===== src/rtl/rba_pkg.sv =====
package rba_pkg;
	// Geometry
	localparam int N_PTR  = 8;
	localparam int N_ACC  = 4;
	localparam int PTR_W  = 23;
	localparam int OFS_W  = 16;
	localparam int ACC_W  = 32;
	localparam int ADDR_W = 8;

	// Register byte offsets
	localparam logic [7:0] PTR_BASE   = 8'h00;
	localparam logic [7:0] ACC_BASE   = 8'h20;
	localparam logic [7:0] FIRST_OFS  = 8'h30;
	localparam logic [7:0] SECOND_OFS = 8'h34;
	localparam logic [7:0] BUF_START  = 8'h38;
	localparam logic [7:0] CIRC_CFG   = 8'h3c;
	localparam logic [7:0] CTRL       = 8'h40;
	localparam logic [7:0] STATUS     = 8'h44;

	// Field positions
	localparam int CTRL_LEGACY_BIT = 0;
	localparam int STAT_TF1_BIT    = 0;
	localparam int STAT_TF2_BIT    = 1;

	// Reset values
	localparam logic [PTR_W-1:0] PTR_RST  = 23'h000000;
	localparam logic [ACC_W-1:0] ACC_RST  = 32'h00000000;
	localparam logic [OFS_W-1:0] OFS_RST  = 16'h0000;
	localparam logic [N_PTR-1:0] CIRC_RST = 8'h00;
	localparam logic             CTRL_RST = 1'h0;

	// Bus answers
	localparam logic [1:0] RESP_OKAY   = 2'h0;
	localparam logic [1:0] RESP_SLVERR = 2'h2;

	typedef enum logic [1:0] {
		BIT_SET,
		BIT_CLEAR,
		BIT_PAIR_TEST
	} rba_op_e;

	typedef enum logic [1:0] {
		MODE_REV_DEC,
		MODE_POST_INC_SECOND,
		MODE_POST_DEC_SECOND,
		MODE_INDEXED_SECOND
	} rba_mode_e;
endpackage


===== src/rtl/rba_bit_addr_gen.sv =====
// Decided for this implementation: register access over AXI4-Lite and the register addresses.
`timescale 1ns/1ps
`default_nettype none
module rba_bit_addr_gen #(
	parameter int N_PTR = rba_pkg::N_PTR,
	parameter int N_ACC = rba_pkg::N_ACC,
	parameter int ACC_W = rba_pkg::ACC_W,
	parameter int PSEL_W = $clog2(N_PTR),
	parameter int ASEL_W = $clog2(N_ACC)
) (
	input  wire logic                    clk_sys,
	input  wire logic                    reset,
	input  wire logic [7:0]              s_axi_awaddr,
	input  wire logic                    s_axi_awvalid,
	output logic                         s_axi_awready,
	input  wire logic [31:0]             s_axi_wdata,
	input  wire logic [3:0]              s_axi_wstrb,
	input  wire logic                    s_axi_wvalid,
	output logic                         s_axi_wready,
	output logic [1:0]                   s_axi_bresp,
	output logic                         s_axi_bvalid,
	input  wire logic                    s_axi_bready,
	input  wire logic [7:0]              s_axi_araddr,
	input  wire logic                    s_axi_arvalid,
	output logic                         s_axi_arready,
	output logic [31:0]                  s_axi_rdata,
	output logic [1:0]                   s_axi_rresp,
	output logic                         s_axi_rvalid,
	input  wire logic                    s_axi_rready,
	input  wire logic                    op_valid,
	input  wire rba_pkg::rba_op_e        op_code,
	input  wire rba_pkg::rba_mode_e      op_mode,
	input  wire logic [PSEL_W-1:0]       op_ptr,
	input  wire logic [ASEL_W-1:0]       op_acc,
	output logic                         op_done,
	output logic [rba_pkg::PTR_W-1:0]    bit_addr,
	output logic                         test_flag_one,
	output logic                         test_flag_two
);
	// Short local widths
	localparam int PW = rba_pkg::PTR_W;
	localparam int OW = rba_pkg::OFS_W;
	localparam int IDX_W = $clog2(ACC_W);

	typedef struct packed {
		logic [N_PTR-1:0][PW-1:0]    ptr;
		logic [N_ACC-1:0][ACC_W-1:0] acc;
		logic [OW-1:0]               first_ofs;
		logic [OW-1:0]               second_ofs;
		logic [OW-1:0]               buf_start;
		logic [N_PTR-1:0]            circ;
		logic                        legacy;
		logic                        tf1;
		logic                        tf2;
		logic [PW-1:0]               last_addr;
		logic                        done;
		logic                        aw_got;
		logic                        w_got;
		logic [7:0]                  aw_addr;
		logic [31:0]                 w_data;
		logic [3:0]                  w_strb;
		logic                        aw_rdy;
		logic                        w_rdy;
		logic                        bvalid;
		logic [1:0]                  bresp;
		logic                        ar_rdy;
		logic                        rvalid;
		logic [1:0]                  rresp;
		logic [31:0]                 rdata;
	} rba_state_s;

	// Reset image built from the named reset values
	localparam rba_state_s RST_STATE = '{
		ptr:        {N_PTR{rba_pkg::PTR_RST}},
		acc:        {N_ACC{ACC_W'(rba_pkg::ACC_RST)}},
		first_ofs:  rba_pkg::OFS_RST,
		second_ofs: rba_pkg::OFS_RST,
		buf_start:  rba_pkg::OFS_RST,
		circ:       N_PTR'(rba_pkg::CIRC_RST),
		legacy:     rba_pkg::CTRL_RST,
		default:    '0
	};

	// Registered state and its next value
	rba_state_s s_r;
	rba_state_s s_nxt;

	// Operand path and bit unit results
	logic [PW-1:0]    sel_ptr;
	logic [PW-1:0]    bsa_ext;
	logic [PW-1:0]    second_ext;
	logic [PW-1:0]    base_addr;
	logic [PW-1:0]    gen_addr;
	logic [PW-1:0]    ptr_upd;
	logic [OW-1:0]    rc_amount;
	logic [OW-1:0]    rc_diff;
	logic             sel_circ;
	logic [ACC_W-1:0] unit_acc;
	logic             unit_f1;
	logic             unit_f2;

	// Readback of one word; bit 32 flags a mapped address
	function automatic logic [32:0] rd_word(input rba_state_s st,
			input logic [7:0] a);
		logic [32:0] r;
		r = {1'b1, 32'h00000000};
		if (a[7:5] == rba_pkg::PTR_BASE[7:5] && a[1:0] == 2'h0) begin
			r[31:0] = 32'(st.ptr[a[4:2]]);
		end else if (a[7:4] == rba_pkg::ACC_BASE[7:4] && a[1:0] == 2'h0) begin
			r[31:0] = 32'(st.acc[a[3:2]]);
		end else begin
			case (a)
				rba_pkg::FIRST_OFS:  r[31:0] = 32'(st.first_ofs);
				rba_pkg::SECOND_OFS: r[31:0] = 32'(st.second_ofs);
				rba_pkg::BUF_START:  r[31:0] = 32'(st.buf_start);
				rba_pkg::CIRC_CFG:   r[31:0] = 32'(st.circ);
				rba_pkg::CTRL: begin
					r[rba_pkg::CTRL_LEGACY_BIT] = st.legacy;
				end
				rba_pkg::STATUS: begin
					r[rba_pkg::STAT_TF1_BIT] = st.tf1;
					r[rba_pkg::STAT_TF2_BIT] = st.tf2;
				end
				default: r[32] = 1'b0;
			endcase
		end
		return r;
	endfunction

	// Byte-lane merge of a write into the current word
	function automatic logic [31:0] merge(input logic [31:0] o,
			input logic [31:0] d, input logic [3:0] st);
		logic [31:0] m;
		m = o;
		for (int b = 0; b < 4; b++) begin
			if (st[b]) begin
				m[b*8 +: 8] = d[b*8 +: 8];
			end
		end
		return m;
	endfunction

	// Operand address from the pre-update pointer
	assign sel_ptr    = s_r.ptr[op_ptr];
	assign sel_circ   = s_r.circ[op_ptr];
	assign bsa_ext    = {{(PW-OW){s_r.buf_start[OW-1]}}, s_r.buf_start};
	assign second_ext = {{(PW-OW){s_r.second_ofs[OW-1]}}, s_r.second_ofs};
	assign base_addr  = sel_circ ? sel_ptr + bsa_ext : sel_ptr;
	assign gen_addr   = (op_mode == rba_pkg::MODE_INDEXED_SECOND) ?
		base_addr + second_ext : base_addr;

	// Legacy mode borrows pointer zero as the decrement step
	assign rc_amount = s_r.legacy ? s_r.ptr[0][OW-1:0] : s_r.first_ofs;

	rba_rev_carry_sub #(
		.W (OW)
	) u_rc_sub (
		.minuend    (sel_ptr[OW-1:0]),
		.subtrahend (rc_amount),
		.difference (rc_diff)
	);

	rba_bit_unit #(
		.ACC_W (ACC_W)
	) u_bit_unit (
		.op       (op_code),
		.acc_in   (s_r.acc[op_acc]),
		.bit_idx  (gen_addr[IDX_W-1:0]),
		.acc_out  (unit_acc),
		.flag_one (unit_f1),
		.flag_two (unit_f2)
	);

	// Post-modification of the pointer per mode
	always_comb begin
		case (op_mode)
			rba_pkg::MODE_REV_DEC: begin
				// Circular pointer must stay put to stay in its buffer
				ptr_upd = sel_circ ? sel_ptr :
					{sel_ptr[PW-1:OW], rc_diff};
			end
			rba_pkg::MODE_POST_INC_SECOND: begin
				ptr_upd = sel_ptr + second_ext;
			end
			rba_pkg::MODE_POST_DEC_SECOND: begin
				ptr_upd = sel_ptr - second_ext;
			end
			default: begin
				ptr_upd = sel_ptr;
			end
		endcase
	end

	// Bus slave and operation sequencing
	always_comb begin
		logic [32:0] rw;
		logic [31:0] wd;
		logic [32:0] rr;
		rw = 33'h000000000;
		wd = 32'h00000000;
		rr = 33'h000000000;
		s_nxt = s_r;
		s_nxt.done = 1'b0;

		// Address and data may arrive in either order
		if (s_axi_awvalid && s_r.aw_rdy) begin
			s_nxt.aw_got  = 1'b1;
			s_nxt.aw_addr = s_axi_awaddr;
		end
		if (s_axi_wvalid && s_r.w_rdy) begin
			s_nxt.w_got  = 1'b1;
			s_nxt.w_data = s_axi_wdata;
			s_nxt.w_strb = s_axi_wstrb;
		end
		if (s_r.bvalid && s_axi_bready) begin
			s_nxt.bvalid = 1'b0;
		end

		// Commit the write once both halves are held
		if (s_r.aw_got && s_r.w_got && !s_r.bvalid) begin
			rw = rd_word(s_r, s_r.aw_addr);
			wd = merge(rw[31:0], s_r.w_data, s_r.w_strb);
			s_nxt.aw_got = 1'b0;
			s_nxt.w_got  = 1'b0;
			s_nxt.bvalid = 1'b1;
			s_nxt.bresp  = rw[32] ? rba_pkg::RESP_OKAY :
				rba_pkg::RESP_SLVERR;
			if (rw[32]) begin
				if (s_r.aw_addr[7:5] == rba_pkg::PTR_BASE[7:5]) begin
					s_nxt.ptr[s_r.aw_addr[4:2]] = wd[PW-1:0];
				end else if (s_r.aw_addr[7:4] == rba_pkg::ACC_BASE[7:4]) begin
					s_nxt.acc[s_r.aw_addr[3:2]] = wd[ACC_W-1:0];
				end else begin
					case (s_r.aw_addr)
						rba_pkg::FIRST_OFS:  s_nxt.first_ofs  = wd[OW-1:0];
						rba_pkg::SECOND_OFS: s_nxt.second_ofs = wd[OW-1:0];
						rba_pkg::BUF_START:  s_nxt.buf_start  = wd[OW-1:0];
						rba_pkg::CIRC_CFG:   s_nxt.circ       = wd[N_PTR-1:0];
						rba_pkg::CTRL: begin
							s_nxt.legacy = wd[rba_pkg::CTRL_LEGACY_BIT];
						end
						default: begin
							s_nxt.legacy = s_nxt.legacy;
						end
					endcase
				end
			end
		end

		// Read answers one cycle after the address is taken
		if (s_r.rvalid && s_axi_rready) begin
			s_nxt.rvalid = 1'b0;
		end
		if (s_axi_arvalid && s_r.ar_rdy) begin
			rr = rd_word(s_r, s_axi_araddr);
			s_nxt.rvalid = 1'b1;
			s_nxt.rdata  = rr[31:0];
			s_nxt.rresp  = rr[32] ? rba_pkg::RESP_OKAY :
				rba_pkg::RESP_SLVERR;
		end

		// Operation wins over a bus write in the same cycle
		if (op_valid) begin
			s_nxt.done      = 1'b1;
			s_nxt.last_addr = gen_addr;
			s_nxt.acc[op_acc] = unit_acc;
			if (op_code == rba_pkg::BIT_PAIR_TEST) begin
				s_nxt.tf1 = unit_f1;
				s_nxt.tf2 = unit_f2;
			end
			s_nxt.ptr[op_ptr] = ptr_upd;
		end

		// One write and one read outstanding at most
		s_nxt.aw_rdy = !s_nxt.aw_got && !s_nxt.bvalid;
		s_nxt.w_rdy  = !s_nxt.w_got && !s_nxt.bvalid;
		s_nxt.ar_rdy = !s_nxt.rvalid;
	end

	// Single state register; readies come up the cycle after reset
	always_ff @(posedge clk_sys or posedge reset) begin
		if (reset) begin
			s_r <= RST_STATE;
		end else begin
			s_r <= s_nxt;
		end
	end

	// Outputs come straight from the state register
	assign s_axi_awready = s_r.aw_rdy;
	assign s_axi_wready  = s_r.w_rdy;
	assign s_axi_bresp   = s_r.bresp;
	assign s_axi_bvalid  = s_r.bvalid;
	assign s_axi_arready = s_r.ar_rdy;
	assign s_axi_rdata   = s_r.rdata;
	assign s_axi_rresp   = s_r.rresp;
	assign s_axi_rvalid  = s_r.rvalid;
	assign op_done       = s_r.done;
	assign bit_addr      = s_r.last_addr;
	assign test_flag_one = s_r.tf1;
	assign test_flag_two = s_r.tf2;
endmodule
`default_nettype wire


===== src/rtl/rba_rev_carry_sub.sv =====
`timescale 1ns/1ps
`default_nettype none
module rba_rev_carry_sub #(
	parameter int W = 16
) (
	input  wire logic [W-1:0] minuend,
	input  wire logic [W-1:0] subtrahend,
	output logic      [W-1:0] difference
);
	logic [W-1:0] a_rev;
	logic [W-1:0] b_rev;
	logic [W-1:0] d_rev;

	// Mirror operands so the borrow ripples MSB to LSB
	genvar i;
	for (i = 0; i < W; i++) begin : g_rev
		assign a_rev[i]      = minuend[W-1-i];
		assign b_rev[i]      = subtrahend[W-1-i];
		assign difference[i] = d_rev[W-1-i];
	end

	assign d_rev = a_rev - b_rev;
endmodule
`default_nettype wire


===== src/rtl/rba_bit_unit.sv =====
`timescale 1ns/1ps
`default_nettype none
module rba_bit_unit #(
	parameter int ACC_W = 32,
	parameter int IDX_W = $clog2(ACC_W)
) (
	input  wire rba_pkg::rba_op_e op,
	input  wire logic [ACC_W-1:0] acc_in,
	input  wire logic [IDX_W-1:0] bit_idx,
	output logic      [ACC_W-1:0] acc_out,
	output logic                  flag_one,
	output logic                  flag_two
);
	logic [IDX_W-1:0] next_idx;

	// Pair partner wraps inside the accumulator
	assign next_idx = bit_idx + 1'b1;
	assign flag_one = acc_in[bit_idx];
	assign flag_two = acc_in[next_idx];

	// Only the addressed bit is touched
	always_comb begin
		acc_out = acc_in;
		case (op)
			rba_pkg::BIT_SET: begin
				acc_out[bit_idx] = 1'b1;
			end
			rba_pkg::BIT_CLEAR: begin
				acc_out[bit_idx] = 1'b0;
			end
			default: begin
				acc_out = acc_in;
			end
		endcase
	end
endmodule
`default_nettype wire


===== config.mk =====
export PLATFORM = sky130hd
export DESIGN_NAME = rba_bit_addr_gen
export DESIGN_NICKNAME = d
export VERILOG_FILES = /design/src/rtl/rba_pkg.sv /design/src/rtl/rba_bit_addr_gen.sv /design/src/rtl/rba_rev_carry_sub.sv /design/src/rtl/rba_bit_unit.sv
export SDC_FILE = /design/constraint.sdc
export NUM_CORES = 2
export LEC_CHECK = 0
export BUFFER_PORTS_ARGS = -buffer_cell sky130_fd_sc_hd__buf_2
export CAP_MARGIN = 20
export CORE_MARGIN = 5
export CORE_UTILIZATION = 59
export CTS_CLUSTER_SIZE = 24
export DETAILED_ROUTE_END_ITERATION = 10
export GPL_ROUTABILITY_DRIVEN = 1
export PLACE_DENSITY = 0.83
export SETUP_SLACK_MARGIN = 0.5
export SLEW_MARGIN = 30
export SYNTH_ARGS = -nofsm -noshare
export SYNTH_HDL_FRONTEND = slang
export SYNTH_HIERARCHICAL = 1
export SYNTH_SLANG_ARGS = --single-unit
export TNS_END_PERCENT = 10

===== constraint.sdc =====
create_clock -name clk_sys -period 19.71 [get_ports clk_sys]
set_input_delay 2.9565 -clock clk_sys [delete_from_list [all_inputs] [get_ports clk_sys]]
set_output_delay 2.9565 -clock clk_sys [all_outputs]
set_load 0.005 [all_outputs]

==> out/qor.yml <==
setup_path:
  slowest_stage: "buf_4"
  crit_arrival_ns: 9.45
  path_class: "in -> reg"
  end_kind: "flip-flop"
  worst-path-buf-inv: 3
  crit_family: "compound AO/OA/AOI/OAI gates"
  worstPathRequired_ns: 20.25
  cpPeakStageDelay_ns: 0.72
  crit_fanout: 41
  critPathMostFrequentCell: "a21oi_1"
  reg2reg_slack_ns: 13.87
  start_kind: "input port"
placement:
  hpwl_mm: 85.6
  dp_cells: 4445
  port_buffers: 133
  gp_congestion: 1.05
floorplanning:
  start_util: 0.596
  ios: 136
  fp-row-count: 90
  die_w_um: 257
  fp.coreArea_um2: 60400
  die_area_um2: 66000
  die_h_um: 257
route:
  dr.pass1.iters: 9
  ant_nets: 0
  drcViolationCount: 0
  vias: 32700
  wirelength_mm: 126
  drt-wirelength-per-cell_um: 27.7
  via_per_inst: 7.20
  drtIter0Drc: 5537
cells_and_area:
  final_common_cell: "nand2_1"
  final_cell_mix: "620 x nand2_1, 477 x dfrtp_1, 329 x nor2_1, 299 x o21ai_1, 270 x a21oi_1"
  regArea_um2: 12000
  multi_input_area_um2: 22100
  area_delta_synth_final_pct: 6.98
  nFillCells: 4701
  drive_gt1_frac: 0.199
  layout.cells.non_filler: 4542
  diodes: 0
  fin_nets: 3887
yosys:
  ys_warn_count: 6
  async_flop_share: 1.00
  synth.distinct_cells: 92
  syn_area_um2: 36000
  synth-seq-area-share: 0.334
  synth_area_per_cell_um2: 9.41
  synth_seq_cells: 480
  synth_edf_count: 0
  syn-instance-count: 3821
  ys.flop_type: "dfrtp_1"
pwr:
  power_density_nw_per_um2: 167
  vdd_drop_max_mv: 0.0999
  power.leakage_uw: 0.0163
  power_uw: 6410
clocking:
  cts-hold-fix-buffers: 0
  cts_buffers: 53
  path_clk_slew_ns: 0.06
  htree_num_levels: 2
  postCtsSetupRepairBufs: 0
  cts_sinks: 480
  clk_latency_ns: 0.62
  clk_path_buf_depth: 3
  cts-resized-gates: 0
  cts_root_buf: "clkbuf_16"
  cts_tree: "done"
sta:
  fmax_mhz: 112
  timing.final.crit_share: 0.452
  drv_slew: 0
  slew_headroom: 0.257
  rsz0062_at_grt: "false"
  period_minus_slack_ns: 8.92
  hold_viol: 0
  setup_viol: 0
  holdWs_ns: 0.472
  worstMarginPinSlew_ns: 1.11
  clock-skew-final_ns: 0.0200
  tns_ns: 0
min_path:
  min_path_type: "reg -> reg"
global_route:
  grt_pass1_vias: 30900
  antenna_found_initial: 4
  grt_pass1_wl_mm: 188
  grt_max_degree: 173
  grt-ovfl-total: 0
  grt_use_total: 0.368
job:
  max_cap_viol_count: 0
status:
  outcome: "finished clean"
-- synth_stat cells, drive strengths merged (16+ instances only) --
master	count	share of area
mux4	271	0.17
a31oi	77	0.013
o21a	16	0.0033
inv	76	0.0079
o22ai	17	0.0030
a211oi	27	0.0056
nand2	629	0.066
a21oi	288	0.041
and3	16	0.0028
mux2i	132	0.037
buf	175	0.032
xor2	29	0.0073
o21ai	419	0.059
a221oi	17	0.0050
o211ai	30	0.0064
nand3	26	0.0036
o31ai	39	0.0083
a22o	23	0.0056
xnor2	50	0.012
nand2b	29	0.0050
dfrtp	480	0.33
clkbuf	177	0.018
ha	95	0.033
nor2b	30	0.0054
nor3	24	0.0036
nor2	341	0.036
a22oi	25	0.0052
mux2	110	0.035
a21o	38	0.0079
-- per-stage QoR --
stage / area [um2] / setup slack [ns] / utilization
2_1_floorplan: 36000 / 3.36 / -
5_1_grt: 38500 / 10.28 / 0.637
3_3_place_gp: 36400 / 10.41 / 0.603
3_5_place_dp: 36500 / 10.27 / 0.604
6_report: 38500 / 10.79 / 0.637
4_1_cts: 38400 / 10.87 / 0.636
-- final cells by class --
type / instances / share of cell area
Sequential cell: 480 / 0.312
Clock inverter: 24 / 0.00956
Multi-Input combinational cell: 2912 / 0.574
Timing Repair Buffer: 194 / 0.0307
Inverter: 78 / 0.00780
Clock buffer: 72 / 0.0397
Tap cell: 782 / 0.0254
-- final timing paths --
check,startpoint,end,depth (start not counted)
min reg2reg,s_r[85],s_axi_wready,1
max,op_ptr[0],bit_addr[22],26
max reg2reg,s_r[459],bit_addr[22],24
min,s_r[85],s_axi_wready,1
max in group asynchronous,reset,s_r[79],6
min in group asynchronous,reset,s_r[383],2
-- metal layers --
metal | vias to the layer above | GRT usage | share of wire
li1 | 13700 | - | -
met1 | 15600 | 0.479 | 0.34
met2 | 2731 | 0.525 | 0.42
met3 | 688 | 0.132 | 0.16
met4 | 6 | 0.236 | 0.084
met5 | - | 0 | 0.00029
-- kinds of logic after synthesis --
| kind of cell | share of synthesized area |
|---|---|
| xor+xnor | 0.0201 |
| flops | 0.334 |
| buf+inv | 0.0583 |
| simple gates | 0.135 |
| compound gates | 0.175 |
| mux | 0.242 |
| other cells | 0.000104 |
| fa+ha+maj | 0.0353 |
-- worst register-to-register path, cell delays in order (launching register included) --
cell and delay [ns]:
dfrtp_1 0.43, mux4_2 0.49, mux2i_1 0.35, inv_1 0.14
ha_1 0.25, fa_1 0.44, a211oi_1 0.42, o21ai_1 0.19
nand3_1 0.13, a21oi_1 0.10, o31a_1 0.30, o21ai_0 0.14
nand2b_1 0.08, xnor2_1 0.12, o21ai_1 0.22, ha_1 0.32
a21o_1 0.17, a21oi_1 0.16, nor2_1 0.06, a211o_1 0.27
a41oi_1 0.21, xnor2_1 0.15, nand2_1 0.08, xnor3_1 0.35
a21oi_1 0.16
-- power breakdown --
part           internal [uW]  total [uW]  switching (uW)
sequential              1340        1810             474
clock                    660        1100             438
combinational           1470        3500            2040
total                   3460        6410            2950
-- flip-flops by register name (all words and copies together) (netlist names) --
name	count
bit_addr	23
bsa_ext	16
op_done	1
s_axi_arready	1
s_axi_awready	1
s_axi_bresp	1
s_axi_bvalid	1
s_axi_rdata	32
s_axi_rresp	1
s_axi_rvalid	1
s_axi_wready	1
s_r	399
test_flag_one	1
test_flag_two	1
Power figures use the tool's default switching activity.
